File: src/hdl/ovpc_defs.svh
/*
 * Offsets, field positions, reset value and bus codes of the OTG line and
 * VBUS control block.
 * Assumes it is included by its bare name from every file that needs it.
 */
`ifndef OVPC_DEFS_SVH
`define OVPC_DEFS_SVH

// Register indices; the byte address is four times the index
`define OVPC_IDX_WRITE      8'h0A
`define OVPC_IDX_SET        8'h0B
`define OVPC_IDX_CLEAR      8'h0C
`define OVPC_IDX_STATUS     8'h0D
`define OVPC_ADDR_WRITE     (`OVPC_IDX_WRITE * 8'h04)
`define OVPC_ADDR_SET       (`OVPC_IDX_SET * 8'h04)
`define OVPC_ADDR_CLEAR     (`OVPC_IDX_CLEAR * 8'h04)
`define OVPC_ADDR_STATUS    (`OVPC_IDX_STATUS * 8'h04)

// Control register fields
`define OVPC_BIT_CHARGE     4
`define OVPC_BIT_DISCHARGE  3
`define OVPC_BIT_MINUS_PD   2
`define OVPC_BIT_PLUS_PD    1
`define OVPC_CTRL_RESET     8'h06
`define OVPC_CTRL_MASK      8'h1E

// Status register fields
`define OVPC_BIT_SESS_LEVEL 0
`define OVPC_BIT_SESS_ROSE  1

// Bus response codes
`define OVPC_RESP_OKAY      2'h0
`define OVPC_RESP_SLVERR    2'h2

`endif

File: src/hdl/ovpc_pkg.sv
/*
 * Types shared by the register front end and the control core.
 * Assumes nothing beyond a SystemVerilog compiler.
 */
package ovpc_pkg;

    // One-hot register select
    typedef enum logic [4:0] {
        OVPC_SEL_NONE   = 5'h01,
        OVPC_SEL_WRITE  = 5'h02,
        OVPC_SEL_SET    = 5'h04,
        OVPC_SEL_CLEAR  = 5'h08,
        OVPC_SEL_STATUS = 5'h10
    } ovpc_sel_t;

    typedef struct packed {
        logic        valid;
        logic        hi;
        logic [7:0]  addr;
        logic [31:0] data;
        logic [3:0]  strb;
    } ovpc_wr_req_t;

    typedef struct packed {
        logic        valid;
        logic        hi;
        logic [7:0]  addr;
    } ovpc_rd_req_t;

    typedef struct packed {
        logic        err;
        logic [31:0] data;
    } ovpc_rd_rsp_t;

    typedef struct packed {
        logic [7:0]  ctrl;
        logic        sess_meta;
        logic        sess_sync;
        logic        sess_prev;
        logic        sess_rose;
    } ovpc_core_st_t;

endpackage : ovpc_pkg

File: src/hdl/ovpc_axil_slave.sv
/*
 * AXI4-Lite slave front end: takes write address and data in either order,
 * issues one write or read request to the core, returns its answer.
 * Assumes the core answers a request combinationally in the same cycle.
 */
`timescale 1ns/1ps

module ovpc_axil_slave #(
    parameter int ADDR_W = 8
) (
    input  wire logic                  core_clk_in,
    input  wire logic                  sys_rst_in,
    input  wire logic [ADDR_W-1:0]     s_axi_awaddr_in,
    input  wire logic                  s_axi_awvalid_in,
    output logic                       s_axi_awready_out,
    input  wire logic [31:0]           s_axi_wdata_in,
    input  wire logic [3:0]            s_axi_wstrb_in,
    input  wire logic                  s_axi_wvalid_in,
    output logic                       s_axi_wready_out,
    output logic [1:0]                 s_axi_bresp_out,
    output logic                       s_axi_bvalid_out,
    input  wire logic                  s_axi_bready_in,
    input  wire logic [ADDR_W-1:0]     s_axi_araddr_in,
    input  wire logic                  s_axi_arvalid_in,
    output logic                       s_axi_arready_out,
    output logic [31:0]                s_axi_rdata_out,
    output logic [1:0]                 s_axi_rresp_out,
    output logic                       s_axi_rvalid_out,
    input  wire logic                  s_axi_rready_in,
    output ovpc_pkg::ovpc_wr_req_t     wr_req_out,
    input  wire logic                  wr_err_in,
    output ovpc_pkg::ovpc_rd_req_t     rd_req_out,
    input  ovpc_pkg::ovpc_rd_rsp_t     rd_rsp_in
);
    import ovpc_pkg::*;
    `include "ovpc_defs.svh"

    typedef struct packed {
        logic              aw_got;
        logic [ADDR_W-1:0] awaddr;
        logic              w_got;
        logic [31:0]       wdata;
        logic [3:0]        wstrb;
        logic              bvalid;
        logic [1:0]        bresp;
        logic              rvalid;
        logic [31:0]       rdata;
        logic [1:0]        rresp;
    } ovpc_slv_st_t;

    ovpc_slv_st_t st_r;
    ovpc_slv_st_t st_nxt;

    function automatic logic addr_hi(input logic [ADDR_W-1:0] a);
        addr_hi = (a >> 8) != '0;
    endfunction : addr_hi

    ////////////////////////////////////////////////////////////////////////
    // Handshakes; new work is held off while an answer is pending
    assign s_axi_awready_out = !st_r.aw_got && !st_r.bvalid;
    assign s_axi_wready_out  = !st_r.w_got && !st_r.bvalid;
    assign s_axi_arready_out = !st_r.rvalid;
    assign s_axi_bvalid_out  = st_r.bvalid;
    assign s_axi_bresp_out   = st_r.bresp;
    assign s_axi_rvalid_out  = st_r.rvalid;
    assign s_axi_rdata_out   = st_r.rdata;
    assign s_axi_rresp_out   = st_r.rresp;

    assign wr_req_out.valid = st_r.aw_got && st_r.w_got && !st_r.bvalid;
    assign wr_req_out.hi    = addr_hi(st_r.awaddr);
    assign wr_req_out.addr  = st_r.awaddr[7:0];
    assign wr_req_out.data  = st_r.wdata;
    assign wr_req_out.strb  = st_r.wstrb;
    assign rd_req_out.valid = s_axi_arvalid_in && !st_r.rvalid;
    assign rd_req_out.hi    = addr_hi(s_axi_araddr_in);
    assign rd_req_out.addr  = s_axi_araddr_in[7:0];

    ////////////////////////////////////////////////////////////////////////
    always_comb begin
        st_nxt = st_r;
        if (s_axi_awvalid_in && s_axi_awready_out) begin
            st_nxt.aw_got = 1'b1;
            st_nxt.awaddr = s_axi_awaddr_in;
        end
        if (s_axi_wvalid_in && s_axi_wready_out) begin
            st_nxt.w_got = 1'b1;
            st_nxt.wdata = s_axi_wdata_in;
            st_nxt.wstrb = s_axi_wstrb_in;
        end
        if (wr_req_out.valid) begin
            st_nxt.aw_got = 1'b0;
            st_nxt.w_got  = 1'b0;
            st_nxt.bvalid = 1'b1;
            st_nxt.bresp  = wr_err_in ? `OVPC_RESP_SLVERR : `OVPC_RESP_OKAY;
        end else if (st_r.bvalid && s_axi_bready_in) begin
            st_nxt.bvalid = 1'b0;
        end
        if (rd_req_out.valid) begin
            st_nxt.rvalid = 1'b1;
            st_nxt.rdata  = rd_rsp_in.data;
            st_nxt.rresp  = rd_rsp_in.err ? `OVPC_RESP_SLVERR : `OVPC_RESP_OKAY;
        end else if (st_r.rvalid && s_axi_rready_in) begin
            st_nxt.rvalid = 1'b0;
        end
    end

    always_ff @(posedge core_clk_in) begin
        if (sys_rst_in) begin
            st_r <= '0;
        end else begin
            st_r <= st_nxt;
        end
    end

endmodule : ovpc_axil_slave

File: src/hdl/ovpc_top.sv
/*
 * OTG line and VBUS control: one 8-bit control register with write, set
 * and clear views, a synchronised session-end status, and the enables
 * for VBUS charge and discharge and the data-line pull-downs.
 * Assumes a single 200 MHz clock, synchronous active-high reset, and an
 * AXI4-Lite master that keeps at most one write and one read in flight.
 */
// Decided for this implementation: register access over AXI4-Lite.
`timescale 1ns/1ps

module ovpc_top #(
    parameter int ADDR_W = 8
) (
    input  wire logic              core_clk_in,
    input  wire logic              sys_rst_in,
    input  wire logic [ADDR_W-1:0] s_axi_awaddr_in,
    input  wire logic              s_axi_awvalid_in,
    output logic                   s_axi_awready_out,
    input  wire logic [31:0]       s_axi_wdata_in,
    input  wire logic [3:0]        s_axi_wstrb_in,
    input  wire logic              s_axi_wvalid_in,
    output logic                   s_axi_wready_out,
    output logic [1:0]             s_axi_bresp_out,
    output logic                   s_axi_bvalid_out,
    input  wire logic              s_axi_bready_in,
    input  wire logic [ADDR_W-1:0] s_axi_araddr_in,
    input  wire logic              s_axi_arvalid_in,
    output logic                   s_axi_arready_out,
    output logic [31:0]            s_axi_rdata_out,
    output logic [1:0]             s_axi_rresp_out,
    output logic                   s_axi_rvalid_out,
    input  wire logic              s_axi_rready_in,
    input  wire logic              session_end_indicator_in,
    output logic                   vbus_charge_enable_out,
    output logic                   vbus_discharge_enable_out,
    output logic                   minus_line_pulldown_enable_out,
    output logic                   plus_line_pulldown_enable_out
);
    import ovpc_pkg::*;
    `include "ovpc_defs.svh"

    ////////////////////////////////////////////////////////////////////////
    // Parameter check
    generate
        if (ADDR_W < 8 || ADDR_W > 32) begin : g_bad_addr_w
            $error("ADDR_W must lie between 8 and 32");
        end
    endgenerate

    ovpc_core_st_t st_r;
    ovpc_core_st_t st_nxt;
    ovpc_wr_req_t  wr_req;
    ovpc_rd_req_t  rd_req;
    ovpc_rd_rsp_t  rd_rsp;
    logic          wr_err;
    ovpc_sel_t     wr_sel;
    ovpc_sel_t     rd_sel;
    logic [7:0]    wr_bits;
    logic [7:0]    status_view;

    ////////////////////////////////////////////////////////////////////////
    // Bus front end
    ovpc_axil_slave #(
        .ADDR_W (ADDR_W)
    ) u_slave (
        .core_clk_in       (core_clk_in),
        .sys_rst_in        (sys_rst_in),
        .s_axi_awaddr_in   (s_axi_awaddr_in),
        .s_axi_awvalid_in  (s_axi_awvalid_in),
        .s_axi_awready_out (s_axi_awready_out),
        .s_axi_wdata_in    (s_axi_wdata_in),
        .s_axi_wstrb_in    (s_axi_wstrb_in),
        .s_axi_wvalid_in   (s_axi_wvalid_in),
        .s_axi_wready_out  (s_axi_wready_out),
        .s_axi_bresp_out   (s_axi_bresp_out),
        .s_axi_bvalid_out  (s_axi_bvalid_out),
        .s_axi_bready_in   (s_axi_bready_in),
        .s_axi_araddr_in   (s_axi_araddr_in),
        .s_axi_arvalid_in  (s_axi_arvalid_in),
        .s_axi_arready_out (s_axi_arready_out),
        .s_axi_rdata_out   (s_axi_rdata_out),
        .s_axi_rresp_out   (s_axi_rresp_out),
        .s_axi_rvalid_out  (s_axi_rvalid_out),
        .s_axi_rready_in   (s_axi_rready_in),
        .wr_req_out        (wr_req),
        .wr_err_in         (wr_err),
        .rd_req_out        (rd_req),
        .rd_rsp_in         (rd_rsp)
    );

    ////////////////////////////////////////////////////////////////////////
    // Address decode, shared by writes and reads
    function automatic ovpc_sel_t decode(input logic hi, input logic [7:0] a);
        ovpc_sel_t s;
        s = OVPC_SEL_NONE;
        if (!hi) begin
            case (a)
                `OVPC_ADDR_WRITE:  s = OVPC_SEL_WRITE;
                `OVPC_ADDR_SET:    s = OVPC_SEL_SET;
                `OVPC_ADDR_CLEAR:  s = OVPC_SEL_CLEAR;
                `OVPC_ADDR_STATUS: s = OVPC_SEL_STATUS;
                default:           s = OVPC_SEL_NONE;
            endcase
        end
        return s;
    endfunction : decode

    assign wr_sel  = decode(wr_req.hi, wr_req.addr);
    assign rd_sel  = decode(rd_req.hi, rd_req.addr);
    assign wr_err  = wr_req.valid && (wr_sel == OVPC_SEL_NONE);
    // Lane 0 carries the whole register; other lanes are ignored
    assign wr_bits = wr_req.strb[0] ? (wr_req.data[7:0] & `OVPC_CTRL_MASK) : 8'h00;

    always_comb begin
        status_view = 8'h00;
        status_view[`OVPC_BIT_SESS_LEVEL] = st_r.sess_sync;
        status_view[`OVPC_BIT_SESS_ROSE]  = st_r.sess_rose;
    end

    ////////////////////////////////////////////////////////////////////////
    // Read path
    always_comb begin
        rd_rsp = '0;
        case (rd_sel)
            OVPC_SEL_WRITE,
            OVPC_SEL_SET,
            OVPC_SEL_CLEAR:  rd_rsp.data = {24'h000000, st_r.ctrl};
            OVPC_SEL_STATUS: rd_rsp.data = {24'h000000, status_view};
            default:         rd_rsp.err  = 1'b1;
        endcase
    end

    ////////////////////////////////////////////////////////////////////////
    // State update
    always_comb begin
        st_nxt = st_r;
        // Only the synchronised copy feeds the edge detector
        st_nxt.sess_meta = session_end_indicator_in;
        st_nxt.sess_sync = st_r.sess_meta;
        st_nxt.sess_prev = st_r.sess_sync;
        if (wr_req.valid) begin
            case (wr_sel)
                OVPC_SEL_WRITE: begin
                    if (wr_req.strb[0]) begin
                        st_nxt.ctrl = wr_bits;
                    end
                end
                OVPC_SEL_SET: begin
                    st_nxt.ctrl = st_r.ctrl | wr_bits;
                end
                OVPC_SEL_CLEAR: begin
                    st_nxt.ctrl = st_r.ctrl & ~wr_bits;
                end
                OVPC_SEL_STATUS: begin
                    if (wr_req.strb[0] && wr_req.data[`OVPC_BIT_SESS_ROSE]) begin
                        st_nxt.sess_rose = 1'b0;
                    end
                end
                default: begin
                    st_nxt.ctrl = st_r.ctrl;
                end
            endcase
        end
        // A rise in the clearing cycle is kept: the set wins
        if (st_r.sess_sync && !st_r.sess_prev) begin
            st_nxt.sess_rose = 1'b1;
        end
    end

    always_ff @(posedge core_clk_in) begin
        if (sys_rst_in) begin
            st_r      <= '0;
            st_r.ctrl <= `OVPC_CTRL_RESET;
        end else begin
            st_r <= st_nxt;
        end
    end

    ////////////////////////////////////////////////////////////////////////
    // Analog enables straight from the register, no glitching decode
    assign vbus_charge_enable_out         = st_r.ctrl[`OVPC_BIT_CHARGE];
    assign vbus_discharge_enable_out      = st_r.ctrl[`OVPC_BIT_DISCHARGE];
    assign minus_line_pulldown_enable_out = st_r.ctrl[`OVPC_BIT_MINUS_PD];
    assign plus_line_pulldown_enable_out  = st_r.ctrl[`OVPC_BIT_PLUS_PD];

    logic wr_lane0;
    logic flag_clr;
    assign wr_lane0 = wr_req.valid && wr_req.strb[0];
    assign flag_clr = wr_lane0 && wr_sel == OVPC_SEL_STATUS && wr_req.data[`OVPC_BIT_SESS_ROSE];
endmodule : ovpc_top

File: config.mk
export PLATFORM = sky130hd
export DESIGN_NAME = ovpc_top
export DESIGN_NICKNAME = d
export VERILOG_FILES = /design/src/hdl/ovpc_pkg.sv /design/src/hdl/ovpc_axil_slave.sv /design/src/hdl/ovpc_top.sv
export VERILOG_INCLUDE_DIRS = /design/src /design/src/hdl
export SDC_FILE = /design/constraint.sdc
export NUM_CORES = 1
export LEC_CHECK = 0
export BUFFER_PORTS_ARGS = -buffer_cell sky130_fd_sc_hd__buf_2
export CAP_MARGIN = 5
export CORE_MARGIN = 2
export CORE_UTILIZATION = 42
export CTS_BUF_LIST = sky130_fd_sc_hd__clkbuf_16
export DETAILED_ROUTE_END_ITERATION = 6
export GPL_ROUTABILITY_DRIVEN = 0
export GPL_TIMING_DRIVEN = 0
export HOLD_SLACK_MARGIN = 0.08
export PLACE_DENSITY = 0.8
export SYNTH_ARGS = -nofsm -noshare
export SYNTH_HDL_FRONTEND = slang
export SYNTH_SLANG_ARGS = --single-unit
File: constraint.sdc
create_clock -name core_clk_in -period 1.9 [get_ports core_clk_in]
set_input_delay 0.57 -clock core_clk_in [delete_from_list [all_inputs] [get_ports core_clk_in]]
set_output_delay 0.57 -clock core_clk_in [all_outputs]
set_load 0.005 [all_outputs]
## After elaboration in Yosys (flattened, before gate mapping)

Cells that the tools add are included.

- Bits in registers: 66
- Bits in latches: 0
- Memory bits (writable): 0
- Memory bits (read-only): 0
- Output and inout port bits: 45
- Logic and storage cells: 80
- Memories: 0

- $add $sub $neg: 0
- $mul: 0
- Divide/modulo/power cells: 0
- $lt $le $gt $ge: 0
- Equal/unequal tests: 18
- Shift-type cells: 0
- Muxes and demuxes: 16
- Bitwise gates (word level): 3
- Reductions and logical operators: 28

Operators by type and width:

| cell | count |
|---|---|
| 8-bit by 6-bit == test with 1-bit output, second input constant | 8 |
| 5-bit case mux with 4 select lines | 2 |
| 8-bit case mux with 3 select lines | 1 |
| 8-bit case mux with 2 select lines | 1 |
| 1-bit logical AND | 12 |
| 5-bit by 2-bit == test with 1-bit output, second input constant | 2 |
| 5-bit by 3-bit == test with 1-bit output, second input constant | 2 |
| 5-bit by 4-bit == test with 1-bit output, second input constant | 2 |
| 5-bit == test, second input constant | 2 |
| 2-bit nonzero test | 5 |
| 8-bit AND | 1 |
| 1-bit 2-to-1 mux | 8 |
| 8-bit 2-to-1 mux | 1 |
| 5-bit NOT with 8-bit output | 1 |
| 8-bit by 5-bit OR with 8-bit output | 1 |
| 3-bit AND reduction | 2 |
| 5-bit by 1-bit == test with 1-bit output, second input constant | 1 |
| 1-bit logical NOT | 5 |
| 5-bit 2-to-1 mux | 1 |
| 2-bit 2-to-1 mux | 2 |
| 4-bit OR reduction | 1 |
| 3-bit nonzero test | 1 |
| 3-bit OR reduction | 1 |
| 2-bit by 1-bit != test with 1-bit output, second input constant | 1 |
| 2-bit OR reduction | 1 |

## Logic depth before layout (Yosys ltp)

- Word-level depth: 6
- Gate-level depth with buffers: 5
- Gate-level depth less buffers: 4

## Modules after synthesis

A second synthesis with hierarchy kept.

- Cells, all modules: 518
- Area, all modules: 4126.5 µm²

By module, submodules not included:

| module | times used | cells each | area an instance (µm²) | seq. area each (µm²) |
|---|---|---|---|---|
| ovpc_axil_slave | 1 | 452 | 3582.2 | 1641.6 |
| ovpc_top | 1 | 66 | 544.3 | 160.2 |

## Worst setup path after synthesis

Ideal clock, no wire load.

- Path type: input to register
- Start: input s_axi_araddr_in[6]
- End: register u_slave.st_r, in the netlist u_slave.s_axi_rresp_out[1]
- Setup time: 132 ps
- Arrival time: 1556 ps
- Data required time: 1768 ps
- Slack: 212 ps
- Stages on the path: 4
- Cell sequence: or4b_4 -> nor4_2 -> or3_1 -> a21oi_1

- Word-level cells in the longest chain between the ends: 5
- Elaborated cells on any way between the ends: 11
- Classes of those cells: 8 x eq/ne; 2 x mux; 1 x reduce/logical

RTL lines:

| what | line | source |
|---|---|---|
| from (decl) | ovpc_top.sv:26 | `input wire logic [ADDR_W-1:0] s_axi_araddr_in,` |
| 8-bit by 6-bit == test with 1-bit output | ovpc_top.sv:97 | `case (a)` |
| 5-bit case mux with 4 select lines (*) | ovpc_top.sv:97 |  |
| 5-bit == test, or another cell as far along | ovpc_top.sv:124 | `case (rd_sel)` |
| 4-bit OR reduction (no source line) (*) | -- |  |
| 2-bit 2-to-1 mux (no source line) (*) | -- |  |
| to (signal assigned) | ovpc_axil_slave.sv:111 | `st_r <= st_nxt;` |
| to (decl) | ovpc_axil_slave.sv:51 | `ovpc_slv_st_t st_r;` |

Mark *: on every way between the ends. The rest lies on a longest branch, timed or not.
A chain may end at the register's enable or synchronous reset.

## Worst setup path in the final report

- Start: input s_axi_araddr_in[6]
- End: register u_slave.st_r, in the netlist u_slave.s_axi_rdata_out[1]

- Word-level cells in the longest chain between the ends: 5
- Elaborated cells on any way between the ends: 11
- Classes of those cells: 8 x eq/ne; 2 x mux; 1 x reduce/logical

RTL lines:

| what | line |
|---|---|
| 8-bit by 6-bit == test with 1-bit output | ovpc_top.sv:97 |
| 5-bit case mux with 4 select lines (*) | ovpc_top.sv:97 |
| 5-bit by 2-bit == test with 1-bit output, or another cell as far along | ovpc_top.sv:124 |
| 3-bit OR reduction | ovpc_top.sv:124 |
| 8-bit case mux with 2 select lines (*) | ovpc_top.sv:124 |

Marked as above.

==> results.md <==
* Placeable Area at 0.00369 mm2
* Required @ worst endpoint at 2.10 ns
* Hold path depth at 2
* 1st-iter DRT viols at 40
* Fin util at 58.3%
* CTS HTree Levels at 2
* Clock root cell: clkbuf_16
* CTS buffer count at 5
* Initial antenna violation count at 0
* Status: complete, no violations
* Initial core utilization at 44.2%
* N_diodes at 0
* Non-Filler Instances at 323
* Wire length per cell at 9.86 um
* TritonRoute pass-1 iters at 4
* Worst Path Max Fanout at 3
* Netlist cell types at 38
* Hold Violations, Final at 0
* Flop-to-flop setup slack at 0.36 ns
* Unrepaired setup endpoints after global routing: no
* Dominant cell by count in the synthesized netlist: buf_4
* Final clock skew at 0.00555 ns
* Post-DP Area at 0.00202 mm2
* Internal at 0.00130 W
* RR Endpoint: minus_line_pulldown_enable_out
* Syn Inst Count at 196
* FMAX at 609 MHz
* Synth Area per Inst at 8.32 um2
* CTS sink count at 32
* First-pass GRT wire length at 5.32 mm
* Startpoint Class: input port
* Synth Register Bits at 32
* Pin count of the biggest net entering global routing at 11
* Vias in the first global route at 1297
* CP max-delay cell: or4b_4
* Final Max Slew Viols at 0
* Most frequent cells after synthesis: buf_4, nand2_1, dfxtp_1, a21oi_1, nor2_1
* R2R depth at 5
* Hold_sp: u_slave.s_axi_rdata_out[0]
* YS warnings at 0
* Synthesized cell area at 0.00163 mm2
* Final instance area at 0.00215 mm2
* Asr flop ratio synth at 0%
* Combinational share of power at 14.4%
* Remaining antenna violation count at 0
* # fillers at 371
* I/O Pins at 105
* Cell taking the most area after synthesis: dfxtp_1
* Switching Fraction at 23.8%
* Leading post-synthesis cells by cell area: dfxtp_1, buf_4, nand2_1
* Clock buffer depth at 2
* Setup violations, final at 0
* Power per cell area at 796 mW/mm2
* Post-Route WL at 3.19 mm
* Hold buffer count at cts at 0
* Seq/Total Area, Yosys at 39.3%
* CTS tree: built
* DP HPWL at 2.50 mm
* Area Overhead vs Synth at 31.8%
* Primary FF master, synth: dfxtp_1
* Post-CTS sizing at 0
* R2r startpoint: u_slave.wr_req_out[0]
* DR DRC count at 0
* Clock slew seen by the registers of the worst setup and hold paths at 0.05 ns
* Yosys top cell area share at 39.3%
* CP Capture Type: flop
* Worst path cell trace: buf_2 -> or4b_4 -> nor4_2 -> a221oi_1 -> nor3_2
* # nets final at 335
* Overall power at 0.00171 W
* Post-layout min period at 1.64 ns
* Post-CTS Setup Bufs at 0
* Clk Latency, worst-skew pair at 0.27 ns
* Total gr overflow at 0
* IO Port Bufs at 44
* Clk pwr share at 42.7%
* Full die area at 0.00440 mm2
* Worst Path Arrival at 1.85 ns
* Pleak at 1.03 nW
* Max Cap Viol at 0
* Placed Instances at 316
* VDD IR-drop max at 592 uV
* Vias at 1436
* CP peak stage delay at 0.54 ns
* Worst Path Class, Setup: in2reg
* Tot GR Track Use at 16.1%
* Post-synth EDFFs at 0
* WHS Endpoint: u_slave.s_axi_rdata_out[0]
* Layout cells sized above 1 at 33.5%
* Die height at 66.3 um
* Die width at 66.3 um
* Class of the worst hold path: reg2reg
* Final period utilization at 86.5%
* Cell Rows at 22
* Net Switching at 0.000407 W
* Sequential power share at 43.0%
* Post-DR vias/cell at 4.45
[worst max-delay path by stage]
stage,from,end,slack [ns],cells after the start
after floorplan,s_axi_araddr_in[6],u_slave.s_axi_rresp_out[1],0.21,4
after global placement,s_axi_araddr_in[6],u_slave.s_axi_rresp_out[1],0.02,5
after detailed placement,s_axi_araddr_in[6],u_slave.s_axi_rresp_out[1],-0.003,5
after CTS,s_axi_araddr_in[6],u_slave.s_axi_rdata_out[1],0.26,5
after global routing,s_axi_araddr_in[6],u_slave.s_axi_rdata_out[1],0.1,5
final,s_axi_araddr_in[6],u_slave.s_axi_rdata_out[1],0.26,5
[critical path, delay by kind of cell]
family	cells	cell delay [ns]
AND/OR/NAND/NOR	3	1.01
AO/OA/AOI/OAI	1	0.16
buffers and inverters	1	0.10
[registers in the layout, summed over array words and instances, names as in the netlist]
name                            cells
u_slave.s_axi_rdata_out             5
minus_line_pulldown_enable_out      1
u_slave.st_r                        2
vbus_charge_enable_out              1
st_r                                2
u_slave.s_axi_rvalid_out            1
plus_line_pulldown_enable_out       1
u_slave.s_axi_rresp_out             1
st_nxt                              2
u_slave.s_axi_bvalid_out            1
u_slave.s_axi_bresp_out             1
vbus_discharge_enable_out           1
u_slave.wr_req_out                 13
[final cells by class]
type	count	area (um2)	share of cell area, %
Inverter	3	11.3	0.524
Clock buffer	5	125	5.82
Clock inverter	2	8.76	0.407
Sequential cell	32	641	29.8
Tap cell	48	60.1	2.79
Multi-Input combinational cell	147	792	36.8
Timing Repair Buffer	44	220	10.2
Buffer	42	293	13.6
[power groups by stage]
stage               clock network (W)  logic [W]  registers [W]
finish                       0.000731   0.000246       0.000735
global route                 0.000785   0.000278       0.000739
CTS                          0.000742   0.000245       0.000735
detailed placement                  0   0.000244       0.000748
global placement                    0   0.000239       0.000746
floorplan                           0   0.000178       0.000742
[cell usage in the layout (no fill, tap or decap), types with 2 or more instances in the layout]
cell type	n
xnor2_1	2
nand2b_1	3
buf_2	44
and2_1	2
conb_1	29
clkbuf_1	5
nor2b_1	3
inv_1	4
nor3_1	8
a41oi_1	2
mux2i_1	5
clkbuf_16	5
nand2_1	33
o21a_1	2
nor2_1	13
nand3_1	6
a2111o_1	2
and2b_1	2
buf_4	36
a21oi_1	16
a211oi_1	2
dfxtp_1	32
[per-stage QoR]
step                setup slack, ns  hold WS [ns]  TNS [ns]
global route                 0.0969         0.479         0
CTS                           0.256         0.452         0
floorplan                     0.212         0.414         0
finish                        0.257         0.450         0
global placement             0.0191         0.431         0
detailed placement         -0.00277         0.442  -0.00484
[per-layer routing]
layer	GRT usage [%]	part of all wire, %
met1	16.6	40
met2	28.7	50
met3	6.98	9.4
met4	5.36	0.88
met5	0	0
[cells by family (layout without fill, tap and decap cells)]
group / count (synthesis) / after routing / share of synthesized area [%]
flops: 32 / 32 / 39.3
xor+xnor: 3 / 3 / 1.61
other cells: 1 / 29 / 0.230
simple gates: 81 / 81 / 25.4
buf+inv: 45 / 96 / 18.6
compound gates: 29 / 29 / 11.8
mux: 5 / 5 / 3.07
(Power assumes the default switching activity.)
